===== config.mk =====
export PLATFORM = sky130hd
export DESIGN_NAME = ibts_top
export DESIGN_NICKNAME = d
export VERILOG_FILES = /design/src/hw/ibts_pkg.sv /design/src/hw/ibts_dtmf_map.sv /design/src/hw/ibts_top.sv
export SDC_FILE = /design/constraint.sdc
export NUM_CORES = 1
export LEC_CHECK = 0
export BUFFER_PORTS_ARGS = -buffer_cell sky130_fd_sc_hd__buf_2
export CORE_UTILIZATION = 59
export DETAILED_ROUTE_END_ITERATION = 6
export PLACE_DENSITY = 0.78
export REMOVE_ABC_BUFFERS = 1
export SYNTH_ARGS = -nofsm -noshare
export SYNTH_HDL_FRONTEND = slang
export SYNTH_SLANG_ARGS = --single-unit

===== constraint.sdc =====
create_clock -name clk_in -period 8.3 [get_ports clk_in]
set_input_delay 1.66 -clock clk_in [delete_from_list [all_inputs] [get_ports clk_in]]
set_output_delay 1.66 -clock clk_in [all_outputs]
set_load 0.01 [all_outputs]

===== src/hw/ibts_pkg.sv =====
// package of constants for the in-band tone signalling control block
// Function
// - single tones programmable anywhere from 288 Hz to 3000 Hz
// - default selcall table at reset; host may overwrite entries through programming port
// - dtmf and selcall detectors may run together in receive mode
// - transmit voice path disabled while either tone generator runs
// - transmit tone word: selcall code bits 14..11, dtmf code bits 3..0
// - tone output level comes from the audio control level sub-field
// - twist option drops lower dtmf component 2 dB below upper
// - single-tone option outputs only the designated dtmf component
// - status bit 13 pulses when valid in-band tone starts, stops or changes
// - candidate tone matched against table ascending; first match reported
// - tone status cleared to zero when a valid tone ends
// - selcall detect sets bit 15 and places code in bits 14..11
// - selcall code 14 is the repeat tone, reported like any other
// - status bit 12 pulses when a valid dtmf tone starts or stops
// - dtmf receive sets bit 10 and places code in bits 14..11
// - dtmf code to key and row/column frequency map as tabulated
// - default selcall table 1981,1124,...,2110,1055 Hz for codes 0..15
`default_nettype none
package ibts_pkg;
  localparam int FW = 12;                       // frequency word width, Hz
  localparam int NTONE = 16;
  localparam logic [11:0] FREQ_MIN = 12'h0_120;  // 288 Hz
  localparam logic [11:0] FREQ_MAX = 12'h0_BB8;  // 3000 Hz
  localparam logic [11:0] MATCH_TOL = 12'h0_00A; // candidate match window, Hz
  localparam int TX_SEL_HI = 14;
  localparam int TX_SEL_LO = 11;
  localparam int TX_SEL_EN = 15;
  localparam int TX_DTMF_EN = 7;
  localparam int TX_TWIST = 5;
  localparam int TX_SINGLE = 4;
  localparam int ST_SEL_BIT = 15;
  localparam int ST_DTMF_BIT = 10;
  localparam int STS_INB_BIT = 13;
  localparam int STS_DTMF_BIT = 12;
  localparam logic [3:0] REPEAT_CODE = 4'hE;
  localparam logic [7:0] TWIST_DB_X10 = 8'h0_14;  // 2.0 dB in tenths
  localparam logic [15:0] ST_CLEAR = 16'h0_000;
  // default selcall table, codes 0..15
  localparam logic [11:0] DEF_TABLE [NTONE] = '{
    12'h0_7BD, 12'h0_464, 12'h0_4AD, 12'h0_4FB, 12'h0_54E, 12'h0_5A6, 12'h0_604, 12'h0_668,
    12'h0_6D3, 12'h0_744, 12'h0_960, 12'h0_3A2, 12'h0_8C7, 12'h0_3DF, 12'h0_83E, 12'h0_41F};
  // dtmf rows and columns
  localparam logic [11:0] DTMF_ROW [4] = '{12'h0_2B9, 12'h0_302, 12'h0_354, 12'h0_3AD};
  localparam logic [11:0] DTMF_COL [4] = '{12'h0_4B9, 12'h0_538, 12'h0_5C5, 12'h0_661};
endpackage : ibts_pkg
`default_nettype wire


===== src/hw/ibts_dtmf_map.sv =====
// dtmf code to row/column frequency lookup
`timescale 1ns/100ps
`default_nettype none
module ibts_dtmf_map (
  input  wire logic [3:0]  code_in,
  output logic      [11:0] low_hz_out,
  output logic      [11:0] high_hz_out,
  output logic             low_marked_out
);
  logic [1:0] row;
  logic [1:0] col;
  // key layout: A=0, B=*, C=#, D..F=A..C, 0=D
  always_comb begin
    row = 2'd0;
    col = 2'd0;
    case (code_in)
      4'h1, 4'h2, 4'h3: begin row = 2'd0; col = 2'(code_in - 4'h1); end
      4'h4, 4'h5, 4'h6: begin row = 2'd1; col = 2'(code_in - 4'h4); end
      4'h7, 4'h8, 4'h9: begin row = 2'd2; col = 2'(code_in - 4'h7); end
      4'hA:             begin row = 2'd3; col = 2'd1; end
      4'hB:             begin row = 2'd3; col = 2'd0; end
      4'hC:             begin row = 2'd3; col = 2'd2; end
      4'hD, 4'hE, 4'hF: begin row = 2'(code_in - 4'hD); col = 2'd3; end
      default:          begin row = 2'd3; col = 2'd3; end
    endcase
  end
  assign low_hz_out  = ibts_pkg::DTMF_ROW[row];
  assign high_hz_out = ibts_pkg::DTMF_COL[col];
  // single-tone component: low for codes 1..7 and 0, high otherwise
  assign low_marked_out = (code_in <= 4'h7);
endmodule : ibts_dtmf_map
`default_nettype wire


===== src/hw/ibts_top.sv =====
// in-band tone signalling control: table, tx tone select, rx status and events
`timescale 1ns/100ps
`default_nettype none
module ibts_top (
  input  wire logic        clk_in,
  input  wire logic        nrst_in,
  // table programming port
  input  wire logic        prog_we_in,
  input  wire logic [3:0]  prog_idx_in,
  input  wire logic [11:0] prog_hz_in,
  output logic             prog_err_out,
  // transmit control
  input  wire logic [15:0] tx_tone_word_in,
  input  wire logic        tx_tone_we_in,
  input  wire logic [3:0]  tone_level_in,
  input  wire logic        tx_voice_req_in,
  output logic             tx_voice_en_out,
  output logic             tx_tone_on_out,
  output logic [11:0]      tx_hz_a_out,
  output logic [11:0]      tx_hz_b_out,
  output logic [3:0]       tx_level_a_out,
  output logic [3:0]       tx_level_b_out,
  output logic [7:0]       tx_atten_a_out,
  // receive detectors
  input  wire logic        rx_sel_en_in,
  input  wire logic        rx_dtmf_en_in,
  input  wire logic        cand_valid_in,
  input  wire logic [11:0] cand_hz_in,
  input  wire logic        dtmf_valid_in,
  input  wire logic [3:0]  dtmf_code_in,
  // status to host
  output logic [15:0]      tone_status_out,
  output logic             inb_event_out,
  output logic             dtmf_event_out,
  output logic             repeat_seen_out
);
  // ==========================================================
  // tone table
  logic [11:0] table_q [ibts_pkg::NTONE];
  logic        prog_err_q;
  logic        prog_ok;

  assign prog_ok = (prog_hz_in >= ibts_pkg::FREQ_MIN) && (prog_hz_in <= ibts_pkg::FREQ_MAX);

  // reset loads the default set; host writes are accepted only in range
  always_ff @(posedge clk_in) begin
    if (!nrst_in) begin
      table_q <= ibts_pkg::DEF_TABLE;
    end else if (prog_we_in && prog_ok) begin
      table_q[prog_idx_in] <= prog_hz_in; // one location per code
    end
  end

  // out-of-range write flagged so firmware can see it was dropped
  always_ff @(posedge clk_in) begin
    if (!nrst_in) begin
      prog_err_q <= 1'b0;
    end else if (prog_we_in) begin
      prog_err_q <= !prog_ok;
    end
  end
  assign prog_err_out = prog_err_q;

  // ==========================================================
  // transmit tone selection
  logic [15:0] tx_word_q;
  logic        sel_on;
  logic        dtmf_on;
  logic [11:0] d_low;
  logic [11:0] d_high;
  logic        d_low_mark;

  always_ff @(posedge clk_in) begin
    if (!nrst_in) begin
      tx_word_q <= 16'h0_000;
    end else if (tx_tone_we_in) begin
      tx_word_q <= tx_tone_word_in; // selcall 14..11, dtmf 3..0
    end
  end

  assign sel_on  = tx_word_q[ibts_pkg::TX_SEL_EN];
  assign dtmf_on = tx_word_q[ibts_pkg::TX_DTMF_EN] && !sel_on;

  ibts_dtmf_map u_map (
    .code_in        (tx_word_q[3:0]),
    .low_hz_out     (d_low),
    .high_hz_out    (d_high),
    .low_marked_out (d_low_mark)
  );

  logic [11:0] hz_a_d;
  logic [11:0] hz_b_d;
  logic [7:0]  att_d;
  // choose generator frequencies; repeat code 14 sent as any other code
  always_comb begin
    hz_a_d = 12'h0_000;
    hz_b_d = 12'h0_000;
    att_d  = 8'h0_00;
    if (sel_on) begin
      hz_a_d = table_q[tx_word_q[ibts_pkg::TX_SEL_HI:ibts_pkg::TX_SEL_LO]];
    end else if (dtmf_on) begin
      if (tx_word_q[ibts_pkg::TX_SINGLE]) begin
        hz_a_d = d_low_mark ? d_low : d_high; // designated component only
      end else begin
        hz_a_d = d_low;
        hz_b_d = d_high;
        if (tx_word_q[ibts_pkg::TX_TWIST]) begin
          att_d = ibts_pkg::TWIST_DB_X10; // low tone 2 dB down
        end
      end
    end
  end

  // generator controls registered for clean data outputs
  always_ff @(posedge clk_in) begin
    if (!nrst_in) begin
      tx_hz_a_out    <= 12'h0_000;
      tx_hz_b_out    <= 12'h0_000;
      tx_atten_a_out <= 8'h0_00;
      tx_level_a_out <= 4'h0;
      tx_level_b_out <= 4'h0;
      tx_tone_on_out <= 1'b0;
    end else begin
      tx_hz_a_out    <= hz_a_d;
      tx_hz_b_out    <= hz_b_d;
      tx_atten_a_out <= att_d;
      tx_level_a_out <= (hz_a_d != 12'h0_000) ? tone_level_in : 4'h0;
      tx_level_b_out <= (hz_b_d != 12'h0_000) ? tone_level_in : 4'h0;
      tx_tone_on_out <= sel_on || dtmf_on;
    end
  end

  // voice path muted while any generator runs, so nothing else shares the band
  always_ff @(posedge clk_in) begin
    if (!nrst_in) begin
      tx_voice_en_out <= 1'b0;
    end else begin
      tx_voice_en_out <= tx_voice_req_in && !(sel_on || dtmf_on);
    end
  end

  // ==========================================================
  // receive: table scan for candidate tone
  logic       hit;
  logic [3:0] hit_idx;
  logic [11:0] diff;
  // descending loop so the lowest matching index wins
  always_comb begin
    hit     = 1'b0;
    hit_idx = 4'h0;
    diff    = 12'h0_000;
    for (int i = ibts_pkg::NTONE - 1; i >= 0; i--) begin
      diff = (cand_hz_in > table_q[i]) ? (cand_hz_in - table_q[i]) : (table_q[i] - cand_hz_in);
      if (diff <= ibts_pkg::MATCH_TOL) begin
        hit     = 1'b1;
        hit_idx = 4'(i);
      end
    end
  end

  logic       sel_valid;
  logic       dtm_valid;
  // both detectors may be enabled together; selcall wins and dtmf is not reported while selcall is valid
  assign sel_valid = rx_sel_en_in && cand_valid_in && hit;
  assign dtm_valid = rx_dtmf_en_in && dtmf_valid_in;

  // ==========================================================
  // tone status register and change events
  logic [15:0] status_q;
  logic [15:0] status_d;
  logic        inb_ev_q;
  logic        dtmf_ev_q;

  always_comb begin
    status_d = ibts_pkg::ST_CLEAR; // ended tone clears everything
    if (sel_valid) begin
      status_d[ibts_pkg::ST_SEL_BIT] = 1'b1;
      status_d[ibts_pkg::TX_SEL_HI:ibts_pkg::TX_SEL_LO] = hit_idx;
    end else if (dtm_valid) begin
      status_d[ibts_pkg::ST_DTMF_BIT] = 1'b1;
      status_d[ibts_pkg::TX_SEL_HI:ibts_pkg::TX_SEL_LO] = dtmf_code_in;
    end
  end

  always_ff @(posedge clk_in) begin
    if (!nrst_in) begin
      status_q <= ibts_pkg::ST_CLEAR;
    end else begin
      status_q <= status_d;
    end
  end
  assign tone_status_out = status_q;

  // in-band event on on/off/change of selcall tone
  always_ff @(posedge clk_in) begin
    if (!nrst_in) begin
      inb_ev_q <= 1'b0;
    end else begin
      inb_ev_q <= (status_d[ibts_pkg::ST_SEL_BIT] != status_q[ibts_pkg::ST_SEL_BIT]) ||
                  (status_d[ibts_pkg::ST_SEL_BIT] &&
                   status_d[ibts_pkg::TX_SEL_HI:ibts_pkg::TX_SEL_LO] !=
                   status_q[ibts_pkg::TX_SEL_HI:ibts_pkg::TX_SEL_LO]);
    end
  end

  // dtmf event only on start and stop
  always_ff @(posedge clk_in) begin
    if (!nrst_in) begin
      dtmf_ev_q <= 1'b0;
    end else begin
      dtmf_ev_q <= status_d[ibts_pkg::ST_DTMF_BIT] != status_q[ibts_pkg::ST_DTMF_BIT];
    end
  end
  assign inb_event_out  = inb_ev_q;
  assign dtmf_event_out = dtmf_ev_q;

  // repeat marker is a hint only; host decodes the protocol itself
  assign repeat_seen_out = status_q[ibts_pkg::ST_SEL_BIT] &&
    (status_q[ibts_pkg::TX_SEL_HI:ibts_pkg::TX_SEL_LO] == ibts_pkg::REPEAT_CODE);
endmodule : ibts_top
`default_nettype wire


After elaboration in Yosys (flattened, before gate mapping) --
Cells that the tools add are included.
Storage, ports and cells: output and inout port bits 62, memory bits (read-only) 0, memories 0, flip-flop bits (word level) 269, memory bits (writable) 0, latch bits 0
Cells by class: multiplexer cells 74, equal/unequal tests 19, shift-type cells 0, reductions and logical operators 24, multiply operators 0, divide/modulo/power cells 0, add/subtract/negate cells 36, bitwise operators 6, magnitude comparators 40
Operators by type and width (count):
- $sub 12x12->12 | 32
- $mux 12 | 30
- $bwmux 192 | 1
- $gt 12x12->1 | 16
- $le 12x4->1 const B | 16
- $mux 4 | 17
- $bmux 12 s2 | 2
- $bmux 12 s4 | 1
- $demux 12 s4 | 1
- $eq 4x4->1 const B | 9
- $reduce_bool 12->1 | 2
- $mux 1 | 18
- $eq 4x3->1 const B | 4
- $ge 12x9->1 const B | 1
- $le 12x12->1 const B | 1
- $pmux 2 s6 | 1
- $reduce_or 3->1 | 4
- $ge 5x5->1 const B | 2
- $logic_and 1x1->1 | 10
- $mux 5 | 2
- $not 4->5 | 2
- $eq 4x2->1 const B | 2
- $pmux 2 s4 | 1
- $ge 3x3->1 const B | 2
- 13 further kinds | 22

Depth between registers and ports, before layout --
Gate-level depths: netlist of run 1.
depth after elaboration 24, gate-level depth with buffers 19

Hierarchy --
From an unflattened synthesis of run 1, not the netlist that was laid out.
Unflattened totals: cell total of the unflattened synthesis 3783, area total of the unflattened synthesis 29630.9 um^2
Modules (own cells, without submodules):
- ibts_top | times used 1, cells each 3704, area an instance 29046.6 um^2, seq. area each 4964.8 um^2
- ibts_dtmf_map | times used 1, cells each 79, area an instance 584.3 um^2, seq. area each 0.0 um^2

Least setup slack after synthesis of run 1 --
No wires, ideal clock.
path kind in2reg, from input port cand_hz_in[1], to register dtmf_ev_q (netlist: dtmf_event_out), arrival 5.999 ns, data required time 8.230 ns, library setup time 0.070 ns, slack 2.231 ns, stages 16, buffers on the path 1, cells stage by stage inv_1 > fa_1 > nor2b_1 > o31ai_1 > a21boi_2 > a21oi_2 > buf_4 > mux2_1 > a31oi_1 > xnor2_1 > nor4_1 > nor4_1 > and2_1 > a41oi_2 > or3_1 > a21boi_1
On the way: longest elaborated chain between the ends 22
RTL lines:
- from (decl) | RTL line ibts_top.sv:28 | input wire logic [11:0] cand_hz_in,
- $sub 12x12->12 or $gt 12x12->1 (tied branches) | RTL line ibts_top.sv:153 | diff = (cand_hz_in > table_q[i]) ? (cand_hz_in - table_q[i]) : (table_q[i] - cand_hz_in);
- $mux 12 | RTL line ibts_top.sv:153
- $le 12x4->1 | RTL line ibts_top.sv:154 | if (diff <= ibts_pkg::MATCH_TOL) begin
- $mux 1 (15 in a row) | RTL line ibts_top.sv:154
- $mux 1 * | RTL line ibts_top.sv:154
- $logic_and 1x1->1 * | RTL line ibts_top.sv:164 | assign sel_valid = rx_sel_en_in && cand_valid_in && hit;
- $mux 1 * | RTL line ibts_top.sv:176 | if (sel_valid) begin
- $ne 1x1->1 * | RTL line ibts_top.sv:211 | dtmf_ev_q <= status_d[ibts_pkg::ST_DTMF_BIT] != status_q[ibts_pkg::ST_DTMF_BIT];
- to (signal assigned) | RTL line ibts_top.sv:211
- to (decl) | RTL line ibts_top.sv:172 | logic dtmf_ev_q;
Mark *: on every way between the ends. The rest lies on a longest branch, timed or not. A chain may end at the register's enable or synchronous reset.

Worst setup path in the final report of run 1 --
from input port cand_hz_in[2], to register inb_ev_q (netlist: inb_event_out)
On the way: longest elaborated chain between the ends 24
RTL lines:
- $sub 12x12->12 or $gt 12x12->1 (tied branches) | RTL line ibts_top.sv:153
- $mux 12 | RTL line ibts_top.sv:153
- $le 12x4->1 | RTL line ibts_top.sv:154
- $mux 1 (16 in a row) | RTL line ibts_top.sv:154
- $logic_and 1x1->1 | RTL line ibts_top.sv:164
- $mux 4 | RTL line ibts_top.sv:176
- $ne 4x4->1 | RTL line ibts_top.sv:201 | status_d[ibts_pkg::TX_SEL_HI:ibts_pkg::TX_SEL_LO] !=
- $logic_and 1x1->1 | RTL line ibts_top.sv:200 | (status_d[ibts_pkg::ST_SEL_BIT] &&
- $logic_or 1x1->1 * | RTL line ibts_top.sv:199 | inb_ev_q <= (status_d[ibts_pkg::ST_SEL_BIT] != status_q[ibts_pkg::ST_SEL_BIT]) ||
- to (signal assigned) | RTL line ibts_top.sv:199
- to (decl) | RTL line ibts_top.sv:171 | logic inb_ev_q;
Marked as above.

==> run_results.csv, run 1 <==
group,metric,value,unit
outcome,status,"finished clean",
clocking,postCtsSetupBuffers,0,
placement,post_dp_cell_area,30300,um^2
floorplan,ios,123,
timing,period_minus_slack,7.14,ns
clocking,cts_root_buf,"clkbuf_16",
clocking,path_clk_slew,0.06,ns
yosys,syn_area,29600,um^2
timing,slew_headroom,8.05,%
worst_setup_path,startpoint_type,"primary input",
timing,setup_viol,0,
worst_setup_path,ff2ff_path_depth,15,
placement,dp.cells,4364,
yosys,synthArstFlopShare,0,%
clocking,clkLatencyLatePin,0.59,ns
cells_and_area,mostFrequentLayoutCell,"nand2_1",
cells_and_area,stdcell_count,4420,
floorplan,die_height,226,um
clocking,htree_levels,1,
yosys,synth_cell_type_count,100,
worst_setup_path,required,8.82,ns
global_routing,grt_first_pass_wirelength,154,mm
timing,fin_crit_sh,86.0,%
timing,hold_slack,0.470,ns
yosys,synth_edf_count,0,
yosys,yosys_warnings,0,
route,wl_per_cell,23.1,um
global_routing,groute.usage.overall,39.1,%
clocking,cts_resized,0,
global_routing,grt-ovfl-total,0,
timing,finalHoldViolCount,0,
cells_and_area,nets,4203,
clocking,cts_made_buffers,29,
placement,globalplace.congestion,1.02,
floorplan,start_util,60.1,%
route,dr.pass1.iters,5,
placement,port_buffers,100,
global_routing,grt_max_degree,93,
yosys,ys_seq_area_share,16.6,%
route,viasPerCell,6.61,
floorplan,core-area,49200,um^2
clocking,cts_tree,"built",
worst_setup_path,cp_data_arrival_time,7.66,ns
route,vias,29205,
clocking,clockBufferDepth,3,
timing,rsz0062_at_grt,"false",
global_routing,grt_pass1_vias,26522,
power,ir_drop,0.157,mV
job,cap_violations,0,
timing,fin_worst_skew,0.0127,ns
power,leakage,13.7,nW
yosys,syn-instance-count,3771,
min_path,whs_path_depth,1,
route,ant_nets,0,
route,drt_iter0_markers,3064,
timing,max_clock_freq,140,MHz
min_path,hold_class,"reg2reg",
timing,tightest_slew,1.37,ns
yosys,syn_avg_cell_area,7.84,um^2
timing,drv_slew,0,
route,wirelength,102,mm
cells_and_area,fin_area,31300,um^2
floorplan,fp-row-count,81,
worst_setup_path,cp_max_fo,12,
worst_setup_path,crit_type,"in2reg",
yosys,synth_flop_cell,"dfxtp_1",
route,drc,0,
cells_and_area,final_cell_mix,"426 x nand2_1, 379 x ha_1, 282 x inv_1, 243 x dfxtp_1, 241 x a21oi_1",
worst_setup_path,end_kind,"flop",
yosys,ys_ff_latch,245,
global_routing,grt_antenna_before_repair,5,
cells_and_area,utilization,63.7,%
floorplan,dieArea,51000,um^2
clocking,cts_sinks,245,
power,power.density,125,nW/um^2
placement,dpl.hpwl,74.9,mm
clocking,postCtsHoldBufs,0,
timing,tns,0,ns
cells_and_area,drive_above_1_share,9.03,%
floorplan,die_w,226,um
cells_and_area,area_delta_synth_final,5.98,%
report_power, final:
group / internal, mW / switching [mW]
sequential: 1.20 / 0.0394
clock: 0.846 / 0.583
combinational: 0.485 / 0.763
total: 2.53 / 1.39
synth_stat cells (all sizes together), types with 62 or more instances:
cell	n	area, um^2
dfxtp	245	4900
a21boi	92	698
buf	83	468
a21o	69	518
o21a	69	518
nor2	177	669
mux2i	117	1170
nand3	62	310
o21ai	205	1040
ha	379	4740
nor2b	108	676
inv	283	1060
o211ai	127	953
nand2	426	1600
a21oi	242	1210
clkbuf	146	548
cell families after synthesis:
family / count (synthesis) / synth area share [%]
muxes: 204 / 9.60
buffers and inverters: 512 / 7.03
adders and majority gates: 411 / 18.2
DFF: 245 / 16.6
AOI/OAI and AO/OA: 1123 / 25.6
xor gates and xnor gates: 107 / 3.17
other: 1 / 0.0127
and+or+nand+nor: 1168 / 19.8
per-layer routing:
metal / track usage [%] / vias to the layer above / part of all wire, %
met5: 0 / - / 0.056
met4: 21.9 / 8 / 6.6
met3: 7.23 / 402 / 10
li1: - / 13524 / -
met2: 60.3 / 1548 / 43
met1: 51.1 / 13723 / 40
cell type report:
| class | count | area [um^2] |
|---|---|---|
| multi-input cells | 3031 | 22700 |
| inverters | 283 | 1060 |
| well taps | 664 | 831 |
| clock inverters | 20 | 300 |
| fillers | 4345 | 17800 |
| clock buffers | 33 | 751 |
| repair buffers | 141 | 815 |
| flip-flops and latches | 245 | 4910 |
| diodes | 3 | 7.51 |
worst max-delay path, stage by stage:
cell	delay, ns
buf_2	0.11
inv_1	0.58
ha_1	0.42
nor2b_1	0.19
o31ai_1	0.56
a21boi_2	0.22
a21oi_2	0.59
mux2_1	0.38
a31oi_1	0.17
xnor2_1	0.12
nor4_1	1.13
nor4_1	0.34
and2_1	0.30
a41oi_2	0.43
o21ai_0	0.14
a41o_1	0.25
o21ai_2	0.05
stage by stage:
stage | worst slack, ns | power, mW
global route | 0.951 | 4.05
finish | 1.16 | 3.92
CTS | 1.38 | 3.88
floorplan | 1.86 | 2.09
detailed placement | 0.810 | 2.47
global placement | 0.944 | 2.46
registers in the layout, summed over array words and instances, names as in the netlist:
name and cells:
tx_tone_on_out 1, inb_event_out 1, prog_err_out 1, tx_hz_a_out 12
tone_status_out 6, tx_hz_b_out 9, tx_voice_en_out 1, dtmf_event_out 1
tx_atten_a_out 1, tx_level_a_out 4, tx_word_q 12, tx_level_b_out 4
table_q 192
path summary, 6_finish.rpt:
| path | start | endpoint | slack (ns) |
|---|---|---|---|
| worst max-delay path | cand_hz_in[2] | inb_event_out | 1.16 |
| worst min-delay path | tx_word_q[5] | tx_atten_a_out[2] | 0.47 |
| worst max register to register | table_q[74] | inb_event_out | 2.62 |
| worst min register to register | tx_word_q[5] | tx_atten_a_out[2] | 0.47 |
(Power assumes the default switching activity.)
==> run 2: changes to the inputs <==
==> constraint.sdc (replaced) <==
create_clock -name clk_in -period 8.7 [get_ports clk_in]
set_input_delay 1.74 -clock clk_in [delete_from_list [all_inputs] [get_ports clk_in]]
set_output_delay 1.74 -clock clk_in [all_outputs]
set_load 0.01 [all_outputs]
==> run_results.csv, run 2 (same netlist as run 1, synthesis figures left out) <==
group,metric,value,unit
outcome,status,"finished clean",
clocking,cts_tree,"built",
cells_and_area,fillers,4373,
cells_and_area,area_delta_synth_final,5.73,%
worst_setup_path,critical_path_depth,18,
worst_setup_path,cpMostUsedCell,"nor4_1",
timing,setup_viol,0,
worst_setup_path,ff2ff_path_depth,16,
worst_setup_path,crit_slowest_cell,"nor4_1",
clocking,cts_made_buffers,28,
global_routing,grt_max_degree,126,
job,cap_violations,0,
floorplan,fp-row-count,81,
clocking,postCtsHoldBufs,0,
route,dr.pass1.iters,6,
worst_setup_path,cp_max_fo,12,
power,total_power,3.64,mW
min_path,whs_path_depth,1,
power,leakage,13.6,nW
global_routing,grt_pass1_vias,26164,
cells_and_area,regArea,4910,um^2
route,wirelength,103,mm
clocking,cts_root_buf,"clkbuf_16",
placement,dpl.hpwl,75.2,mm
route,ant_nets,0,
timing,drv_slew,0,
worst_setup_path,worst-path-buf-inv,2,
power,power.density,117,nW/um^2
worst_setup_path,end_kind,"flop",
worst_setup_path,cpPeakStageDelay,1.00,ns
floorplan,start_util,60.1,%
placement,globalplace.congestion,1.05,
cells_and_area,utilization,63.6,%
cells_and_area,multi_input_area,22700,um^2
floorplan,die_w,226,um
worst_setup_path,path_delay_family,"compound AO/OA/AOI/OAI gates",
cells_and_area,mostFrequentLayoutCell,"nand2_1",
timing,max_clock_freq,138,MHz
timing,finalHoldViolCount,0,
cells_and_area,drive_above_1_share,8.95,%
placement,port_buffers,100,
worst_setup_path,crit_type,"in2reg",
cells_and_area,reg.largest.list,"table_q x192, tx_hz_a_out x12, tx_word_q x12",
floorplan,ios,123,
worst_setup_path,cp_data_arrival_time,7.72,ns
timing,period_minus_slack,7.23,ns
timing,tightest_slew,1.26,ns
power,ir_drop,0.0827,mV
timing,fin_crit_sh,83.1,%
clocking,clkLatencyLatePin,0.56,ns
cells_and_area,largest_reg_flops,192,
cells_and_area,top_register,"table_q",
timing,slew_headroom,15.3,%
clocking,htree_levels,1,
clocking,postCtsSetupBuffers,0,
clocking,cts_sinks,245,
floorplan,die_height,226,um
global_routing,grt-ovfl-total,0,
clocking,path_clk_slew,0.06,ns
min_path,hold_class,"reg2reg",
cells_and_area,nets,4203,
floorplan,core-area,49200,um^2
worst_setup_path,crit_chain,"buf_2 -> inv_1 -> ha_1 -> fa_1 -> nor2b_1 -> o31ai_1 -> a21boi_2 -> a21oi_2 -> mux2_1 -> a31oi_1 -> xnor2_1 -> nor4_1 -> nor4_1 -> and2_1 -> a41oi_2 -> o21ai_0 -> a41o_1 -> o21ai_2",
timing,tns,0,ns
global_routing,grt_first_pass_wirelength,154,mm
timing,rsz0062_at_grt,"false",
route,wl_per_cell,23.3,um
route,drt_iter0_markers,3124,
global_routing,groute.usage.overall,39.1,%
route,drc,0,
worst_setup_path,required,9.19,ns
timing,fin_worst_skew,0.0112,ns
route,vias,29167,
floorplan,dieArea,51000,um^2
global_routing,grt_antenna_before_repair,7,
clocking,clockBufferDepth,3,
route,viasPerCell,6.60,
clocking,cts_resized,0,
cells_and_area,final_cell_mix,"426 x nand2_1, 379 x ha_1, 282 x inv_1, 243 x dfxtp_1, 241 x a21oi_1",
worst_setup_path,startpoint_type,"primary input",
run 2: path summary, 6_finish.rpt:
| check | startpoint | to | slack [ns] |
|---|---|---|---|
| worst max-delay path | cand_hz_in[0] | inb_event_out | 1.47 |
| worst min-delay path | tx_word_q[5] | tx_atten_a_out[2] | 0.47 |
| worst max register to register | table_q[72] | inb_event_out | 3.16 |
| worst min register to register | tx_word_q[5] | tx_atten_a_out[2] | 0.47 |
run 2: worst reg2reg max path: stages, from the launching register on:
cell	delay, ns
dfxtp_1	0.41
ha_1	0.22
fa_1	0.20
nor2b_1	0.07
o31ai_1	0.53
a21boi_2	0.21
a21oi_2	0.60
mux2_1	0.39
a31oi_1	0.17
xnor2_1	0.10
nor4_1	1.00
nor4_1	0.39
and2_1	0.30
a41oi_2	0.42
o21ai_0	0.13
a41o_1	0.27
o21ai_2	0.06
run 2: routing by layer:
| metal | global-route usage (%) | part of all wire (%) | vias up |
|---|---|---|---|
| met3 | 7.25 | 10 | 364 |
| met4 | 20.9 | 6.0 | 10 |
| met2 | 60.2 | 43 | 1598 |
| met1 | 51.7 | 41 | 13691 |
| met5 | 0 | 0.075 | - |
| li1 | - | - | 13504 |
run 2: area by class of cell:
cell class,count,area share (%)
antenna,3,0.0240
clock buffer,39,2.57
clock inverter,13,0.532
inverter,283,3.40
multi-input combinational,3031,72.5
sequential,245,15.7
tap,664,2.66
timing repair buffer,142,2.63
run 2: power by group:
part	switching [mW]	internal, mW	total [mW]
combinational	0.735	0.462	1.20
clock	0.528	0.737	1.27
sequential	0.0340	1.15	1.18
run 2: per-stage QoR:
step                      instance area [um^2]  instances  setup WS [ns]  hold slack [ns]
final                                    31300       4420           1.47            0.474
after global placement                   30300       4365           1.20            0.447
after detailed placement                 30300       4365           1.11            0.452
after global routing                     31300       4418           1.36            0.497
after floorplan                          28600       3559           2.18            0.429
after CTS                                31300       4417           1.65            0.466
